[config.mk]
export PLATFORM = sky130hd
export DESIGN_NAME = hss_top
export DESIGN_NICKNAME = d
export VERILOG_FILES = /design/src/design/hss_pkg.sv /design/src/design/hss_top.sv
export SDC_FILE = /design/constraint.sdc
export NUM_CORES = 1
export LEC_CHECK = 0
export BUFFER_PORTS_ARGS = -buffer_cell sky130_fd_sc_hd__buf_2
export CAP_MARGIN = 40
export CORE_ASPECT_RATIO = 0.8
export CORE_MARGIN = 3
export CORE_UTILIZATION = 43
export CTS_CLUSTER_SIZE = 24
export DETAILED_ROUTE_END_ITERATION = 7
export PLACE_DENSITY = 0.81
export SKIP_LAST_GASP = 1
export SYNTH_ARGS = -nofsm -noshare
export SYNTH_HDL_FRONTEND = slang
export SYNTH_SLANG_ARGS = --single-unit
export TNS_END_PERCENT = 20
[constraint.sdc]
create_clock -name clk_i -period 2.05 [get_ports clk_i]
set_clock_uncertainty 0.2 [all_clocks]
set_input_delay 0.1025 -clock clk_i [delete_from_list [all_inputs] [get_ports clk_i]]
set_output_delay 0.1025 -clock clk_i [all_outputs]
set_load 0.05 [all_outputs]
[src/design/hss_pkg.sv]
// Constants for the HDLC serial status block: offsets, fields, codes.
// Assumes a 32-bit AXI4-Lite register bus with byte addresses.
package hss_pkg;
  // Register byte offsets
  localparam logic [7:0] HSS_RXDATA_OFS = 8'h00;
  localparam logic [7:0] HSS_TXDATA_OFS = 8'h04;
  localparam logic [7:0] HSS_STATUS_OFS = 8'h08;
  localparam logic [7:0] HSS_EVENT_OFS = 8'h0c;
  localparam logic [7:0] HSS_MASK_OFS = 8'h10;
  localparam int HSS_ADDR_W = 8;
  // Status register fields
  localparam int HSS_ST_RXRDY = 7;
  localparam int HSS_ST_FS_HI = 6;
  localparam int HSS_ST_OVR = 5;
  localparam int HSS_ST_FS_LO = 4;
  localparam int HSS_ST_TXBUSY = 3;
  localparam int HSS_ST_CAUSE_HI = 2;
  localparam int HSS_ST_CAUSE_LO = 1;
  localparam int HSS_ST_SHORT = 0;
  // Transmit data register: bit 8 marks the last byte of a frame
  localparam int HSS_TX_LAST_BIT = 8;
  // Event and mask register fields
  localparam int HSS_EV_W = 3;
  localparam int HSS_EV_RXBYTE = 0;
  localparam int HSS_EV_OVR = 1;
  localparam int HSS_EV_TXINT = 2;
  localparam logic [HSS_EV_W-1:0] HSS_MASK_RESET = 3'h0;
  // Transmit interrupt causes
  localparam logic [1:0] HSS_CAUSE_EMPTY = 2'h0;
  localparam logic [1:0] HSS_CAUSE_CRC = 2'h1;
  localparam logic [1:0] HSS_CAUSE_ABORT = 2'h2;
  // Receive frame status codes
  localparam logic [1:0] HSS_FS_DATA = 2'h0;
  localparam logic [1:0] HSS_FS_ABORT = 2'h1;
  localparam logic [1:0] HSS_FS_END_OK = 2'h2;
  localparam logic [1:0] HSS_FS_END_BAD = 2'h3;
  // AXI responses
  localparam logic [1:0] HSS_RESP_OKAY = 2'h0;
  localparam logic [1:0] HSS_RESP_SLVERR = 2'h2;
endpackage

[src/design/hss_top.sv]
// HDLC serial port status logic with receive and transmit byte buffers.
// Assumes framing, CRC and bit stuffing sit outside on the same clock,
// so their strobes need no synchroniser; registers over AXI4-Lite.
//
// Local design decisions: register access over AXI4-Lite and the address map.
module hss_top
  import hss_pkg::*;
(
  input wire logic clk_i,
  input wire logic rst_i,
  // AXI4-Lite slave
  input wire logic [HSS_ADDR_W-1:0] s_axi_awaddr_i,
  input wire logic s_axi_awvalid_i,
  output logic s_axi_awready_o,
  input wire logic [31:0] s_axi_wdata_i,
  input wire logic [3:0] s_axi_wstrb_i,
  input wire logic s_axi_wvalid_i,
  output logic s_axi_wready_o,
  output logic [1:0] s_axi_bresp_o,
  output logic s_axi_bvalid_o,
  input wire logic s_axi_bready_i,
  input wire logic [HSS_ADDR_W-1:0] s_axi_araddr_i,
  input wire logic s_axi_arvalid_i,
  output logic s_axi_arready_o,
  output logic [31:0] s_axi_rdata_o,
  output logic [1:0] s_axi_rresp_o,
  output logic s_axi_rvalid_o,
  input wire logic s_axi_rready_i,
  // Receiver side
  input wire logic rx_push_i,
  input wire logic [7:0] rx_byte_i,
  input wire logic rx_short_i,
  input wire logic [1:0] rx_frame_status_i,
  // Transmitter side
  output logic tx_valid_o,
  output logic [7:0] tx_byte_o,
  output logic tx_last_o,
  input wire logic tx_take_i,
  input wire logic tx_crc_done_i,
  input wire logic tx_abort_done_i,
  output logic tx_shared_flag_o,
  // Requests
  output logic rx_irq_req_o,
  output logic tx_irq_req_o,
  output logic irq_o
);

  // Bus state
  logic awready_reg;
  logic wready_reg;
  logic [HSS_ADDR_W-1:0] aw_addr_reg;
  logic [31:0] w_data_reg;
  logic [3:0] w_strb_reg;
  logic bvalid_reg;
  logic [1:0] bresp_reg;
  logic arready_reg;
  logic rvalid_reg;
  logic [31:0] rdata_reg;
  logic [1:0] rresp_reg;
  // Block state
  logic [7:0] rx_data_reg;
  logic [1:0] rx_fs_reg;
  logic rx_short_reg;
  logic rx_full_reg;
  logic ovr_reg;
  logic [7:0] tx_data_reg;
  logic tx_last_reg;
  logic tx_full_reg;
  logic txi_pend_reg;
  logic [1:0] txi_cause_reg;
  logic share_reg;
  logic [HSS_EV_W-1:0] ev_reg;
  logic [HSS_EV_W-1:0] mask_reg;
  logic irq_reg;

  function automatic logic is_reg(input logic [HSS_ADDR_W-1:0] a, input logic [7:0] ofs);
    is_reg = (a[HSS_ADDR_W-1:2] == ofs[HSS_ADDR_W-1:2]);
  endfunction

  // Write path: address and data captured in any order, then performed once
  wire aw_take = s_axi_awvalid_i && awready_reg;
  wire w_take = s_axi_wvalid_i && wready_reg;
  wire wr_go = !awready_reg && !wready_reg && !bvalid_reg;
  wire b_done = bvalid_reg && s_axi_bready_i;
  wire wa_rx = is_reg(aw_addr_reg, HSS_RXDATA_OFS);
  wire wa_tx = is_reg(aw_addr_reg, HSS_TXDATA_OFS);
  wire wa_st = is_reg(aw_addr_reg, HSS_STATUS_OFS);
  wire wa_ev = is_reg(aw_addr_reg, HSS_EVENT_OFS);
  wire wa_mk = is_reg(aw_addr_reg, HSS_MASK_OFS);
  wire wa_ok = wa_rx || wa_tx || wa_st || wa_ev || wa_mk;
  // Data byte lane needed for a transmit load; a transmit write without byte lane 0 is dropped
  wire tx_wr = wr_go && wa_tx && w_strb_reg[0];
  wire st_wr = wr_go && wa_st;
  wire ev_wr = wr_go && wa_ev && w_strb_reg[0];
  wire mk_wr = wr_go && wa_mk && w_strb_reg[0];

  // Read path
  wire ar_take = s_axi_arvalid_i && arready_reg;
  wire r_done = rvalid_reg && s_axi_rready_i;
  wire ra_rx = is_reg(s_axi_araddr_i, HSS_RXDATA_OFS);
  wire ra_tx = is_reg(s_axi_araddr_i, HSS_TXDATA_OFS);
  wire ra_st = is_reg(s_axi_araddr_i, HSS_STATUS_OFS);
  wire ra_ev = is_reg(s_axi_araddr_i, HSS_EVENT_OFS);
  wire ra_mk = is_reg(s_axi_araddr_i, HSS_MASK_OFS);
  wire ra_ok = ra_rx || ra_tx || ra_st || ra_ev || ra_mk;
  wire rx_rd = ar_take && ra_rx;

  // Receive buffer
  wire rx_full_next = rx_push_i || (rx_full_reg && !rx_rd);
  // Overrun only when the old byte is still unread in the same cycle
  wire ovr_evt = rx_push_i && rx_full_reg && !rx_rd;
  wire ovr_next = ovr_evt || (ovr_reg && !rx_rd);

  // Transmit buffer and interrupt cause
  wire tx_took = tx_take_i && tx_full_reg;
  wire tx_full_next = tx_wr || (tx_full_reg && !tx_took);
  wire empty_evt = tx_took && !tx_last_reg;
  wire txi_set = empty_evt || tx_crc_done_i || tx_abort_done_i;
  wire txi_clr = tx_wr || st_wr;
  // Set wins over a clear in the same cycle
  wire txi_pend_next = txi_set || (txi_pend_reg && !txi_clr);
  wire [1:0] txi_cause_next = tx_abort_done_i ? HSS_CAUSE_ABORT :
                              tx_crc_done_i ? HSS_CAUSE_CRC :
                              empty_evt ? HSS_CAUSE_EMPTY :
                              txi_cause_reg;
  // Reload in answer to the CRC interrupt lets the closing flag open the next frame
  wire share_set = tx_wr && txi_pend_reg && (txi_cause_reg == HSS_CAUSE_CRC);
  wire share_next = share_set || (share_reg && !tx_crc_done_i && !tx_abort_done_i);

  // Status byte
  wire [7:0] status_val = {rx_full_reg, rx_fs_reg[1], ovr_reg, rx_fs_reg[0],
                           tx_full_reg, txi_cause_reg, rx_short_reg};

  // Sticky events, write one to clear, set wins
  wire [HSS_EV_W-1:0] ev_set = {txi_set, ovr_evt, rx_push_i};
  wire [HSS_EV_W-1:0] ev_clr = ev_wr ? w_data_reg[HSS_EV_W-1:0] : {HSS_EV_W{1'b0}};
  wire [HSS_EV_W-1:0] ev_next = ev_set | (ev_reg & ~ev_clr);
  wire [HSS_EV_W-1:0] mask_next = mk_wr ? w_data_reg[HSS_EV_W-1:0] : mask_reg;
  wire irq_next = |(ev_next & mask_next);

  wire [31:0] rd_val = ra_rx ? {24'h000000, rx_data_reg} :
                       ra_tx ? {23'h000000, tx_last_reg, tx_data_reg} :
                       ra_st ? {24'h000000, status_val} :
                       ra_ev ? {29'h00000000, ev_reg} :
                       ra_mk ? {29'h00000000, mask_reg} : 32'h00000000;

  always_ff @(posedge clk_i or posedge rst_i) begin
    if (rst_i) begin
      awready_reg <= 1'b1;
      wready_reg <= 1'b1;
      aw_addr_reg <= '0;
      w_data_reg <= 32'h00000000;
      w_strb_reg <= 4'h0;
      bvalid_reg <= 1'b0;
      bresp_reg <= HSS_RESP_OKAY;
    end else begin
      if (aw_take) begin
        awready_reg <= 1'b0;
        aw_addr_reg <= s_axi_awaddr_i;
      end
      if (w_take) begin
        wready_reg <= 1'b0;
        w_data_reg <= s_axi_wdata_i;
        w_strb_reg <= s_axi_wstrb_i;
      end
      if (wr_go) begin
        bvalid_reg <= 1'b1;
        bresp_reg <= wa_ok ? HSS_RESP_OKAY : HSS_RESP_SLVERR;
      end
      if (b_done) begin
        bvalid_reg <= 1'b0;
        awready_reg <= 1'b1;
        wready_reg <= 1'b1;
      end
    end
  end

  always_ff @(posedge clk_i or posedge rst_i) begin
    if (rst_i) begin
      arready_reg <= 1'b1;
      rvalid_reg <= 1'b0;
      rdata_reg <= 32'h00000000;
      rresp_reg <= HSS_RESP_OKAY;
    end else if (ar_take) begin
      arready_reg <= 1'b0;
      rvalid_reg <= 1'b1;
      rdata_reg <= rd_val;
      rresp_reg <= ra_ok ? HSS_RESP_OKAY : HSS_RESP_SLVERR;
    end else if (r_done) begin
      arready_reg <= 1'b1;
      rvalid_reg <= 1'b0;
    end
  end

  always_ff @(posedge clk_i or posedge rst_i) begin
    if (rst_i) begin
      rx_data_reg <= 8'h00;
      rx_fs_reg <= HSS_FS_DATA;
      rx_short_reg <= 1'b0;
    end else if (rx_push_i) begin
      // Newest byte overwrites an unread one
      rx_data_reg <= rx_byte_i;
      rx_fs_reg <= rx_frame_status_i;
      rx_short_reg <= rx_short_i;
    end
  end

  always_ff @(posedge clk_i or posedge rst_i) begin
    if (rst_i) begin
      tx_data_reg <= 8'h00;
      tx_last_reg <= 1'b0;
    end else if (tx_wr) begin
      // A write while full replaces the waiting byte
      tx_data_reg <= w_data_reg[7:0];
      tx_last_reg <= w_data_reg[HSS_TX_LAST_BIT];
    end
  end

  always_ff @(posedge clk_i or posedge rst_i) begin
    if (rst_i) begin
      rx_full_reg <= 1'b0;
      ovr_reg <= 1'b0;
      tx_full_reg <= 1'b0;
      txi_pend_reg <= 1'b0;
      txi_cause_reg <= HSS_CAUSE_EMPTY;
      share_reg <= 1'b0;
      ev_reg <= {HSS_EV_W{1'b0}};
      mask_reg <= HSS_MASK_RESET;
      irq_reg <= 1'b0;
    end else begin
      rx_full_reg <= rx_full_next;
      ovr_reg <= ovr_next;
      tx_full_reg <= tx_full_next;
      txi_pend_reg <= txi_pend_next;
      txi_cause_reg <= txi_cause_next;
      share_reg <= share_next;
      ev_reg <= ev_next;
      mask_reg <= mask_next;
      irq_reg <= irq_next;
    end
  end

  assign s_axi_awready_o = awready_reg;
  assign s_axi_wready_o = wready_reg;
  assign s_axi_bvalid_o = bvalid_reg;
  assign s_axi_bresp_o = bresp_reg;
  assign s_axi_arready_o = arready_reg;
  assign s_axi_rvalid_o = rvalid_reg;
  assign s_axi_rdata_o = rdata_reg;
  assign s_axi_rresp_o = rresp_reg;
  assign tx_valid_o = tx_full_reg;
  assign tx_byte_o = tx_data_reg;
  assign tx_last_o = tx_last_reg;
  assign tx_shared_flag_o = share_reg;
  assign rx_irq_req_o = rx_full_reg;
  assign tx_irq_req_o = txi_pend_reg;
  assign irq_o = irq_reg;

endmodule

---- After elaboration in Yosys (flattened, before gate mapping) ----
Index checks and enable logic that the tools add are counted.
storage, ports and cells
  register bits after elaboration ......... 93
  bits of input ports ..................... 74
  logic and storage cells ................. 120
  output and inout bits ................... 55
cells by class
  bitwise gates (word level) .............. 4
  reduce and logical (&&, ||, !) cells .... 60
  equal/unequal tests ..................... 9
  mux-type cells .......................... 22
operators with widths
  kind                                                  count
  logical AND 1 bit                                     27
  equality test 6 x 2 -> 1 bit (second input constant)  4
  2-to-1 mux 9 bit                                      2
  logical OR 1 bit                                      16
  equality test 6 x 1 -> 1 bit (second input constant)  2
  equality test 6 x 3 -> 1 bit (second input constant)  2
  logical NOT 6 bit                                     2
  2-to-1 mux 3 bit                                      4
  2-to-1 mux 1 bit                                      10
  2-to-1 mux 2 bit                                      5
  logical NOT 1 bit                                     9
  2-to-1 mux 8 bit                                      1
  nonzero test 2 bit                                    4
  bitwise AND 3 bit                                     2
  NOT 3 bit                                             1
  OR 3 bit                                              1
  nonzero test 3 bit                                    1
  OR reduction 3 bit                                    1
  equality test 2 x 1 -> 1 bit (second input constant)  1

---- Longest topological paths before layout ----
Gate-level depths: netlist (run 1).
  word-level depth ........................ 11
  gate-level depth with buffers ........... 6

---- Worst setup path before layout (run 1) ----
Ideal clock, no wire load.
  path type ............................... register to register
  start ................................... register bvalid_reg, in the netlist s_axi_bvalid_o
  end ..................................... register irq_reg, in the netlist irq_o
  arrival time ............................ 1.544 ns
  setup slack ............................. 0.172 ns
  cell stages (with the launch flop) ...... 6
  buffers on the path ..................... 1
  path through ............................ dfrtp_1 > nor3_1 > buf_2 > nand3_1 > mux2i_1 > o221ai_2
between the ends
  cells in the longest elaborated chain, start to end .. 10
  elaborated cells between the ends (all ways) .. 13
ends and longest elaborated chain
  item                             RTL line        RTL
  start, declared                  hss_top.sv:54   logic bvalid_reg;
  start signal, assigned           hss_top.sv:154  bvalid_reg <= 1'b0;
  start signal, assigned           hss_top.sv:167  bvalid_reg <= 1'b1;
  start signal, assigned           hss_top.sv:171  bvalid_reg <= 1'b0;
  logical NOT 1 bit (*)            hss_top.sv:83   wire wr_go = !awready_reg && !wready_reg && !bvalid_reg;
  logical AND 1 bit (*)            hss_top.sv:83
  logical AND 1 bit (2 in series)  hss_top.sv:94   wire ev_wr = wr_go && wa_ev && w_strb_reg[0];
  2-to-1 mux 3 bit                 hss_top.sv:136  wire [HSS_EV_W-1:0] ev_clr = ev_wr ? w_data_reg[HSS_EV_W-1:0] : {HSS_EV_W{1'b0}};
  NOT 3 bit                        hss_top.sv:137  wire [HSS_EV_W-1:0] ev_next = ev_set | (ev_reg & ~ev_clr);
  bitwise AND 3 bit                hss_top.sv:137
  OR 3 bit                         hss_top.sv:137
  bitwise AND 3 bit (*)            hss_top.sv:139  wire irq_next = |(ev_next & mask_next);
  OR reduction 3 bit (*)           hss_top.sv:139
  named net irq_next               hss_top.sv:139
  end signal, assigned             hss_top.sv:239  irq_reg <= irq_next;
  end, declared                    hss_top.sv:74   logic irq_reg;
Mark *: on every way through the listed nets, which the timed path passes. The rest lies on a longest branch.
A chain may end at the register's enable or synchronous reset.

---- Worst setup path in the final report (run 1) ----
  start ................................... register aw_addr_reg[7]
  end ..................................... register tx_data_reg[6], in the netlist tx_byte_o[6]
between the ends
  cells in the longest elaborated chain, start to end .. 3
ends and longest elaborated chain
  item                             RTL line        RTL
  start, declared                  hss_top.sv:51   logic [HSS_ADDR_W-1:0] aw_addr_reg;
  start signal, assigned           hss_top.sv:159  aw_addr_reg <= s_axi_awaddr_i;
  equality test 6 x 1 -> 1 bit     hss_top.sv:77   is_reg = (a[HSS_ADDR_W-1:2] == ofs[HSS_ADDR_W-1:2]);
  logical AND 1 bit (2 in series)  hss_top.sv:92   wire tx_wr = wr_go && wa_tx && w_strb_reg[0];
  end signal, assigned             hss_top.sv:214  tx_data_reg <= w_data_reg[7:0];
  end, declared                    hss_top.sv:66   logic [7:0] tx_data_reg;
Every way passes these cells.

==> impl_metrics.ini, run 1 <==
[route]
wl_per_cell_um = 13.93
routed_wl_mm = 6.687
first_iter_violations = 116
vias_per_cell = 4.888
ant_nets = 0
num_vias = 2346
drc_errors = 0
drt_first_pass_iters = 4

[global_routing]
overflow = 0
grt_pass1_vias = 2359
gr-usage-all-layers_pct = 17.24
grt_max_degree = 67
grt_pass1_wl_mm = 11.07
antenna_found_initial = 0

[final_layout]
final-instance-count-excl-fill = 480
post_route_cells_drive_above_1_share_pct = 36.90
finalNetCount = 462
fin_util_pct = 59.76
n_fill_cell = 586
area_growth_syn_to_layout_pct = 33.28
n_antenna_cell = 0

[power_and_ir_drop]
switchingPower_mw = 1.897
p_int_mw = 3.194
p_comb_share_pct = 33.9
clockPowerShare_pct = 26.5
vdd_drop_max_uv = 926.9
p_sw_share_pct = 37.26
power_density_nw_per_um2 = 1224
p_seq_share_pct = 39.6
p_leak_nw = 2.027

[die]
die_area_um2 = 8321
start_util_pct = 44.84
die_h_um = 82.20
io_pins = 129
fp.dieW_um = 101.2
rows = 27
coreArea_um2 = 6959

[placed_design]
dp_cells = 422
gp_congestion = 0.7994
pre_cts_slack_ns = 0.1458
place_hpwl_mm = 4.759
portBuffers = 73

[cts]
cts_hold_buf = 42
clockRootBuffer = clkbuf_8
cts.repair.resized = 0
cts.sink_count = 66
tritoncts = done
max-clock-path-buffers = 2
postCtsSetupBuffers = 0
clkTransAtPathRegs_ns = 0.07
cts_made_buffers = 9
insertion_delay_ns = 0.33
cts-htree-levels = 3

[synthesis]
postSynth.asyncResetShare_pct = 100.0
yosys_warnings = 0
synth_most_common_cell = dfrtp_1
synth-edff-count = 0
yosysSeqAreaShare_pct = 53.05
synth_area_um2 = 3120
synth.top_cells.by_count = dfrtp_1 (63), mux2_2 (36), buf_4 (26)
postSynthCellCount = 269
synth.avg_cell_area_um2 = 11.60
ys_seq_elements = 66
synth_top_area_share_pct = 50.52
ys_top_cells_by_area = dfrtp_1 (51%), mux2_2 (13%), buf_4 (6.3%)
synth_cell_types = 42
synth_top_area_cell = dfrtp_1
ys.flop_type = dfrtp_1

[worst_setup_path]
path_cells = nor4_4, nand3_2, mux2_2
worstSetupPathType = flip-flop to flip-flop
slowest_delay_ns = 0.43
crit_arrival_ns = 1.92
cp-end-kind = flip-flop
critPathRequiredTime_ns = 2.07
worstSetupStartpointType = flip-flop
crit_fanout = 11
crit_slowest_cell = nor4_4

[sta]
finalCritPeriodShare_pct = 92.51
setup_slack_ns = 0.1536
whs_ns = 0.02015
setup_viol = 0
report.final.slew_viol_count = 0
rsz0062_at_grt = no
max_freq_ghz = 0.5273
period_needed_ns = 1.896
hold_viol = 0
setup_tns_ns = 0

[status]
status = complete, no violations

[worst_hold_path]
min_path_type = input pin to flip-flop

[job]
maxCapViolCount = 0
## per-stage QoR
stage / total power, mW / area [µm²]
2_1_floorplan: 3.288 / 3211
3_3_place_gp: 3.642 / 3487
3_5_place_dp: 3.692 / 3487
4_1_cts: 5.142 / 4159
5_1_grt: 5.385 / 4159
6_report: 5.091 / 4159
## layout make-up
class | count | area [µm²] | area share [%]
Inverter | 14 | 52.55 | 1.264
Sequential cell | 66 | 1655 | 39.80
Timing Repair Buffer | 119 | 828.3 | 19.92
Multi-Input combinational cell | 178 | 1262 | 30.35
Clock inverter | 5 | 100.1 | 2.407
Tap cell | 87 | 108.9 | 2.617
Clock buffer | 11 | 151.4 | 3.640
## worst max-delay path: cells and delay by family, from the launching register on
family	cells	cell delay (ns)
multiplexers	1	0.37
AND/OR/NAND/NOR	2	0.79
flip-flops	1	0.42
## layout by cell type (no fill, tap or decap), drive strengths merged, types with 7 or more instances in the layout
cell type    instances
inv                 14
dfrtp               63
nand3b               8
clkbuf              11
mux2i                8
a21oi               12
buf                 77
conb                25
nor2                 7
mux2                36
nand2               23
o21ai               14
dlygate4sd3         42
## path summary, 6_finish.rpt
path | slack [ns] | endpoint | from | depth (start not counted)
max reg2reg | 0.15 | tx_byte_o[6] | aw_addr_reg[7] | 3
max in group asynchronous | 1.14 | s_axi_wready_o | rst_i | 4
min | 0.02 | rx_irq_req_o | rx_push_i | 2
min in group asynchronous | 0.17 | s_axi_rdata_o[1] | rst_i | 4
max | 0.15 | tx_byte_o[6] | aw_addr_reg[7] | 3
min reg2reg | 0.26 | s_axi_rdata_o[8] | s_axi_rdata_o[8] | 2
## power groups by stage
stage | clock [mW] | sequential [mW] | combinational (mW)
after floorplan | 0 | 2.52 | 0.767
after global placement | 0 | 2.02 | 1.62
after detailed placement | 0 | 2.04 | 1.65
after CTS | 1.39 | 2.02 | 1.74
after global routing | 1.45 | 2.08 | 1.86
final | 1.35 | 2.02 | 1.73
## logic make-up (layout without fill, tap and decap cells)
group / count (synthesis) / in the layout / synth area share, %
flops: 66 / 66 / 53.05
simple gates: 61 / 61 / 11.71
buf+inv: 49 / 149 / 9.382
compound gates: 48 / 48 / 10.18
mux: 44 / 44 / 15.56
other cells: 1 / 25 / 0.1202
## per-layer routing
layer  wire [µm]  share of wire [%]  track usage (%)
met1        3025                 45            23.80
met2        3123                 47            26.37
met3         486                7.3            5.709
met4          51               0.76            4.250
met5           0                  0                0
(Power assumes the default switching activity.)
==> run 2: changes to the inputs <==
--- a/config.mk
+++ b/config.mk
@@ -9,12 +9,12 @@
 export CAP_MARGIN = 40
 export CORE_ASPECT_RATIO = 0.8
 export CORE_MARGIN = 3
-export CORE_UTILIZATION = 43
+export CORE_UTILIZATION = 30
 export CTS_CLUSTER_SIZE = 24
 export DETAILED_ROUTE_END_ITERATION = 7
-export PLACE_DENSITY = 0.81
+export PLACE_DENSITY = 0.61
 export SKIP_LAST_GASP = 1
 export SYNTH_ARGS = -nofsm -noshare
 export SYNTH_HDL_FRONTEND = slang
 export SYNTH_SLANG_ARGS = --single-unit
-export TNS_END_PERCENT = 20
+export TNS_END_PERCENT = 30
==> run 2 against run 1 <==
Register-to-register slack better by 0.09 ns. Clock-buffer cell count is 3 higher. Combinational power hardly changed. Power is 4.8% higher. Final area is 2.9% higher. Critical endpoint is now txi_cause_reg[0]. Largest power group unchanged.
==> impl_metrics.ini, run 2 (synthesized netlist as in run 1, its figures left out) <==
[route]
drc_errors = 0
wl_met2_mm = 3.362
first_iter_violations = 174
vias_per_cell = 4.465
num_vias = 2362
wl_met1_mm = 3.586
ant_nets = 0
drt_first_pass_iters = 4
top_layer_used = met4
routed_wl_mm = 7.435
wl_per_cell_um = 14.05
met3WireLength_um = 415

[final_layout]
final-instance-count-excl-fill = 529
finalInstanceArea_um2 = 4280
finalNetCount = 462
n_fill_cell = 973
area_growth_syn_to_layout_pct = 37.17
n_antenna_cell = 0
fin_util_pct = 43.28
final_cell_mix = buf_2 (73), dfrtp_1 (63), dlygate4sd3_1 (40)
post_route_cells_drive_above_1_share_pct = 36.90
mostFrequentLayoutCell = buf_2

[worst_setup_path]
worstSetupStartpointType = flip-flop
crit_slowest_cell = dlygate4sd3_1
worstSetupPathType = flip-flop to flip-flop
slowest_delay_ns = 0.55
r2r_end = txi_cause_reg[0]
r2r_slack_ns = 0.25
path_cells = nand3b_1, a21oi_1, nor2_1, dlygate4sd3_1
cp-end-kind = flip-flop
timing.rr.start = tx_last_o
crit_fanout = 4
critPathRequiredTime_ns = 2.05
rr_worst_depth = 4
crit_arrival_ns = 1.81

[cts]
clkTransAtPathRegs_ns = 0.05
clockRootBuffer = clkbuf_16
postCtsSetupBuffers = 0
max-clock-path-buffers = 2
tritoncts = done
cts_made_buffers = 9
cts.sink_count = 66
insertion_delay_ns = 0.33
cts-htree-levels = 3

[placed_design]
portBuffers = 73
gp_congestion = 0.7594
place_hpwl_mm = 5.318
dp_cells = 473
place_area_um2 = 3563
pre_cts_slack_ns = 0.08314

[die]
die_area_um2 = 11670
start_util_pct = 31.55
io_pins = 129
coreArea_um2 = 9889
fp.dieW_um = 120.0
die_h_um = 97.22
rows = 32

[sta]
setup_slack_ns = 0.2451
period_needed_ns = 1.805
hold_viol = 0
setup_tns_ns = 0
setup_viol = 0
finalCritPeriodShare_pct = 88.05
max_freq_ghz = 0.5540
rsz0062_at_grt = no
whs_ns = 0.02040
report.final.slew_viol_count = 0

[job]
maxCapViolCount = 0

[global_routing]
overflow = 0
antenna_found_initial = 0
grt_pass1_wl_mm = 12.16
grt_pass1_vias = 2401
gr-usage-all-layers_pct = 13.21
grt_max_degree = 67

[power_and_ir_drop]
power_density_nw_per_um2 = 1247
p_leak_nw = 2.052
vdd_drop_max_uv = 607.9
power_mw = 5.336

[worst_hold_path]
hold_end = ovr_reg
min_path_type = input pin to flip-flop
hold-path-cell-count = 4
min_from = s_axi_araddr_i[3]

[status]
status = complete, no violations
[run 2: where the power goes]
part | switching, mW | leakage [nW] | total [mW] | internal [mW]
logic | 1.12 | 1.10 | 1.75 | 0.631
registers | 0.323 | 0.800 | 2.02 | 1.70
clock network | 0.523 | 0.153 | 1.56 | 1.04
total | 1.97 | 2.05 | 5.34 | 3.37
[run 2: layer usage]
layer	global-route usage, %	vias up
met5	0	-
met4	2.993	0
met3	4.773	9
met2	20.38	74
li1	-	1131
met1	17.80	1148
[run 2: what timing repair did]
item                                    in CTS  in global routing
hold buffers                                40                  0
resized for setup                            0                  1
endpoints found under the hold margin      104                  0
endpoints found under the setup margin       0                  7
[run 2: worst max-delay path by stage]
stage,startpoint,end,slack [ns],cells past startpoint
CTS,aw_addr_reg[4],tx_byte_o[1],0.08,3
global placement,aw_addr_reg[7],tx_byte_o[3],0.13,3
global route,s_axi_wready_o,irq_o,0.13,5
detailed placement,aw_addr_reg[4],tx_byte_o[1],0.08,3
floorplan,rst_i,aw_addr_reg[2],0.1,1
finish,tx_last_o,txi_cause_reg[0],0.25,4
[run 2: cell type report]
class                      count  area [µm²]  area share (%)
sequential                    66        1655           38.67
timing repair buffer         119       823.3           19.23
tap                          136       170.2           3.975
clock inverter                 2       35.03          0.8185
inverter                      14       52.55           1.228
clock buffer                  14       274.0           6.402
multi-input combinational    178        1270           29.67
[run 2: critical path, delay by kind of cell, from the launching register on]
kind                   cells  cell delay, ns
buffers and inverters      1            0.55
flip-flops                 1            0.46
AO/OA/AOI/OAI              1            0.17
AND/OR/NAND/NOR            2            0.30
==> run 3: changes to the inputs <==
--- a/config.mk
+++ b/config.mk
@@ -8,11 +8,11 @@
 export BUFFER_PORTS_ARGS = -buffer_cell sky130_fd_sc_hd__buf_2
 export CAP_MARGIN = 40
 export CORE_ASPECT_RATIO = 0.8
-export CORE_MARGIN = 3
+export CORE_MARGIN = 4
 export CORE_UTILIZATION = 30
 export CTS_CLUSTER_SIZE = 24
 export DETAILED_ROUTE_END_ITERATION = 7
-export PLACE_DENSITY = 0.61
+export PLACE_DENSITY = 0.67
 export SKIP_LAST_GASP = 1
 export SYNTH_ARGS = -nofsm -noshare
 export SYNTH_HDL_FRONTEND = slang
==> run 3 against run 2 <==
Worst hold slack about the same. Clock power down 3%. Clock-buffer cell count down 3. Worst setup slack worse by 0.12 ns. Highest routed layer unchanged. Die area up 3.8%.
==> impl_metrics.ini, run 3 (synthesized netlist as in run 1, its figures left out) <==
[status]
status = complete, no violations

[power_and_ir_drop]
power_density_nw_per_um2 = 1237
power_mw = 5.281
vdd_drop_max_uv = 881.4
p_leak_nw = 2.047

[worst_setup_path]
cp_top_family = simple AND/OR/NAND/NOR gates
path_cells = nor4_4, nand3_2, mux2_2
slowest_delay_ns = 0.42
r2r_slack_ns = 0.13
crit_slowest_cell = dfrtp_1
crit_fanout = 11
path_depth = 3
rr_worst_depth = 3
worst-path-buf-inv = 0
critPathRequiredTime_ns = 2.06
r2r_end = tx_byte_o[7]
worstSetupPathType = flip-flop to flip-flop
crit_arrival_ns = 1.93
timing.rr.start = aw_addr_reg[7]
endpoint = tx_byte_o[7]
cp-end-kind = flip-flop
worstSetupStartpointType = flip-flop
crit_path_start = aw_addr_reg[7]

[route]
top_layer_used = met4
drt_first_pass_iters = 4
first_iter_violations = 125
vias_per_cell = 4.394
wl_per_cell_um = 14.00
wl_met2_mm = 3.309
ant_nets = 0
routed_wl_mm = 7.462
wl_met1_mm = 3.430
met3WireLength_um = 585
num_vias = 2342
drc_errors = 0

[cts]
cts_made_buffers = 9
clkTransAtPathRegs_ns = 0.05
cts.sink_count = 66
tritoncts = done
cts-htree-levels = 3
max-clock-path-buffers = 2
postCtsSetupBuffers = 0
insertion_delay_ns = 0.33
clockRootBuffer = clkbuf_16

[global_routing]
gr-usage-all-layers_pct = 12.90
antenna_found_initial = 0
grt_pass1_wl_mm = 12.03
overflow = 0
grt_max_degree = 67
grt_pass1_vias = 2390

[sta]
setup_tns_ns = 0
hold_viol = 0
setup_viol = 0
finalCritPeriodShare_pct = 93.86
rsz0062_at_grt = no
max_freq_ghz = 0.5197
period_needed_ns = 1.924
whs_ns = 0.02076
report.final.slew_viol_count = 0

[final_layout]
final_cell_mix = buf_2 (73), dfrtp_1 (63), dlygate4sd3_1 (41)
finalInstanceArea_um2 = 4268
n_fill_cell = 977
finalNetCount = 462
post_route_cells_drive_above_1_share_pct = 36.90
mostFrequentLayoutCell = buf_2
area_growth_syn_to_layout_pct = 36.77
final-instance-count-excl-fill = 533
n_antenna_cell = 0

[die]
start_util_pct = 30.60
die_area_um2 = 12110
rows = 33
io_pins = 129
fp.dieW_um = 122.0
coreArea_um2 = 10200
die_h_um = 99.22

[placed_design]
place_hpwl_mm = 5.406
gp_congestion = 0.7573
dp_cells = 476
portBuffers = 73
place_area_um2 = 3561

[job]
maxCapViolCount = 0

[worst_hold_path]
hold-path-cell-count = 3
min_path_type = input pin to flip-flop
==> run 3: changes by cell type in the layout (fill, tap and decap cells not counted), sizes merged <==
cell         previous run  this run
buf                    79        78
clkinv                  1         4
dlygate4sd3            40        41
clkbuf                 14        11
==> run 3: timing repair <==
item,CTS,global route
endpoints found under the hold margin,107,0
hold buffers,41,0
gates resized for setup,0,0
==> run 3: worst min-delay path by stage <==
stage,from,endpoint,slack (ns)
finish,s_axi_araddr_i[4],s_axi_rresp_o[1],0.02
floorplan,s_axi_arvalid_i,s_axi_arready_o,-0.04
CTS,s_axi_araddr_i[4],s_axi_rresp_o[1],0.01
global route,s_axi_araddr_i[4],s_axi_rresp_o[1],0.04
detailed placement,rst_i,s_axi_rdata_o[2],0.009
global placement,rst_i,s_axi_rdata_o[2],0.008
==> run 3: worst reg2reg max path: stages (launching register included) <==
cell,delay (ns)
dfrtp_1,0.42
nor4_4,0.42
nand3_2,0.39
mux2_2,0.39
==> run 3: through the flow <==
step                      setup WS, ns  util, %
final                           0.1258    41.85
after global routing           0.01836    41.85
after CTS                       0.1055    41.85
after detailed placement        0.1143    34.92
after global placement          0.1333    34.92
after floorplan                0.09766        -
==> run 3: report_power, final <==
group,switching (mW),internal (mW)
logic,1.11,0.631
clock network,0.547,0.969
registers,0.325,1.70
total,1.98,3.30
==> run 3: cell type report <==
| type | instances | area, µm² | area share [%] |
|---|---|---|---|
| inverters | 14 | 52.55 | 1.231 |
| flip-flops and latches | 66 | 1655 | 38.79 |
| repair buffers | 119 | 825.8 | 19.35 |
| clock buffers | 11 | 242.7 | 5.687 |
| clock inverters | 5 | 53.80 | 1.261 |
| multi-input cells | 178 | 1262 | 29.58 |
| well taps | 140 | 175.2 | 4.104 |
==> run 3: routing by layer <==
layer  vias to the layer above  track usage, %
met5                         -               0
met4                         0           4.307
met3                        15           4.207
met2                        86           19.74
met1                      1109           17.32
li1                       1132               -
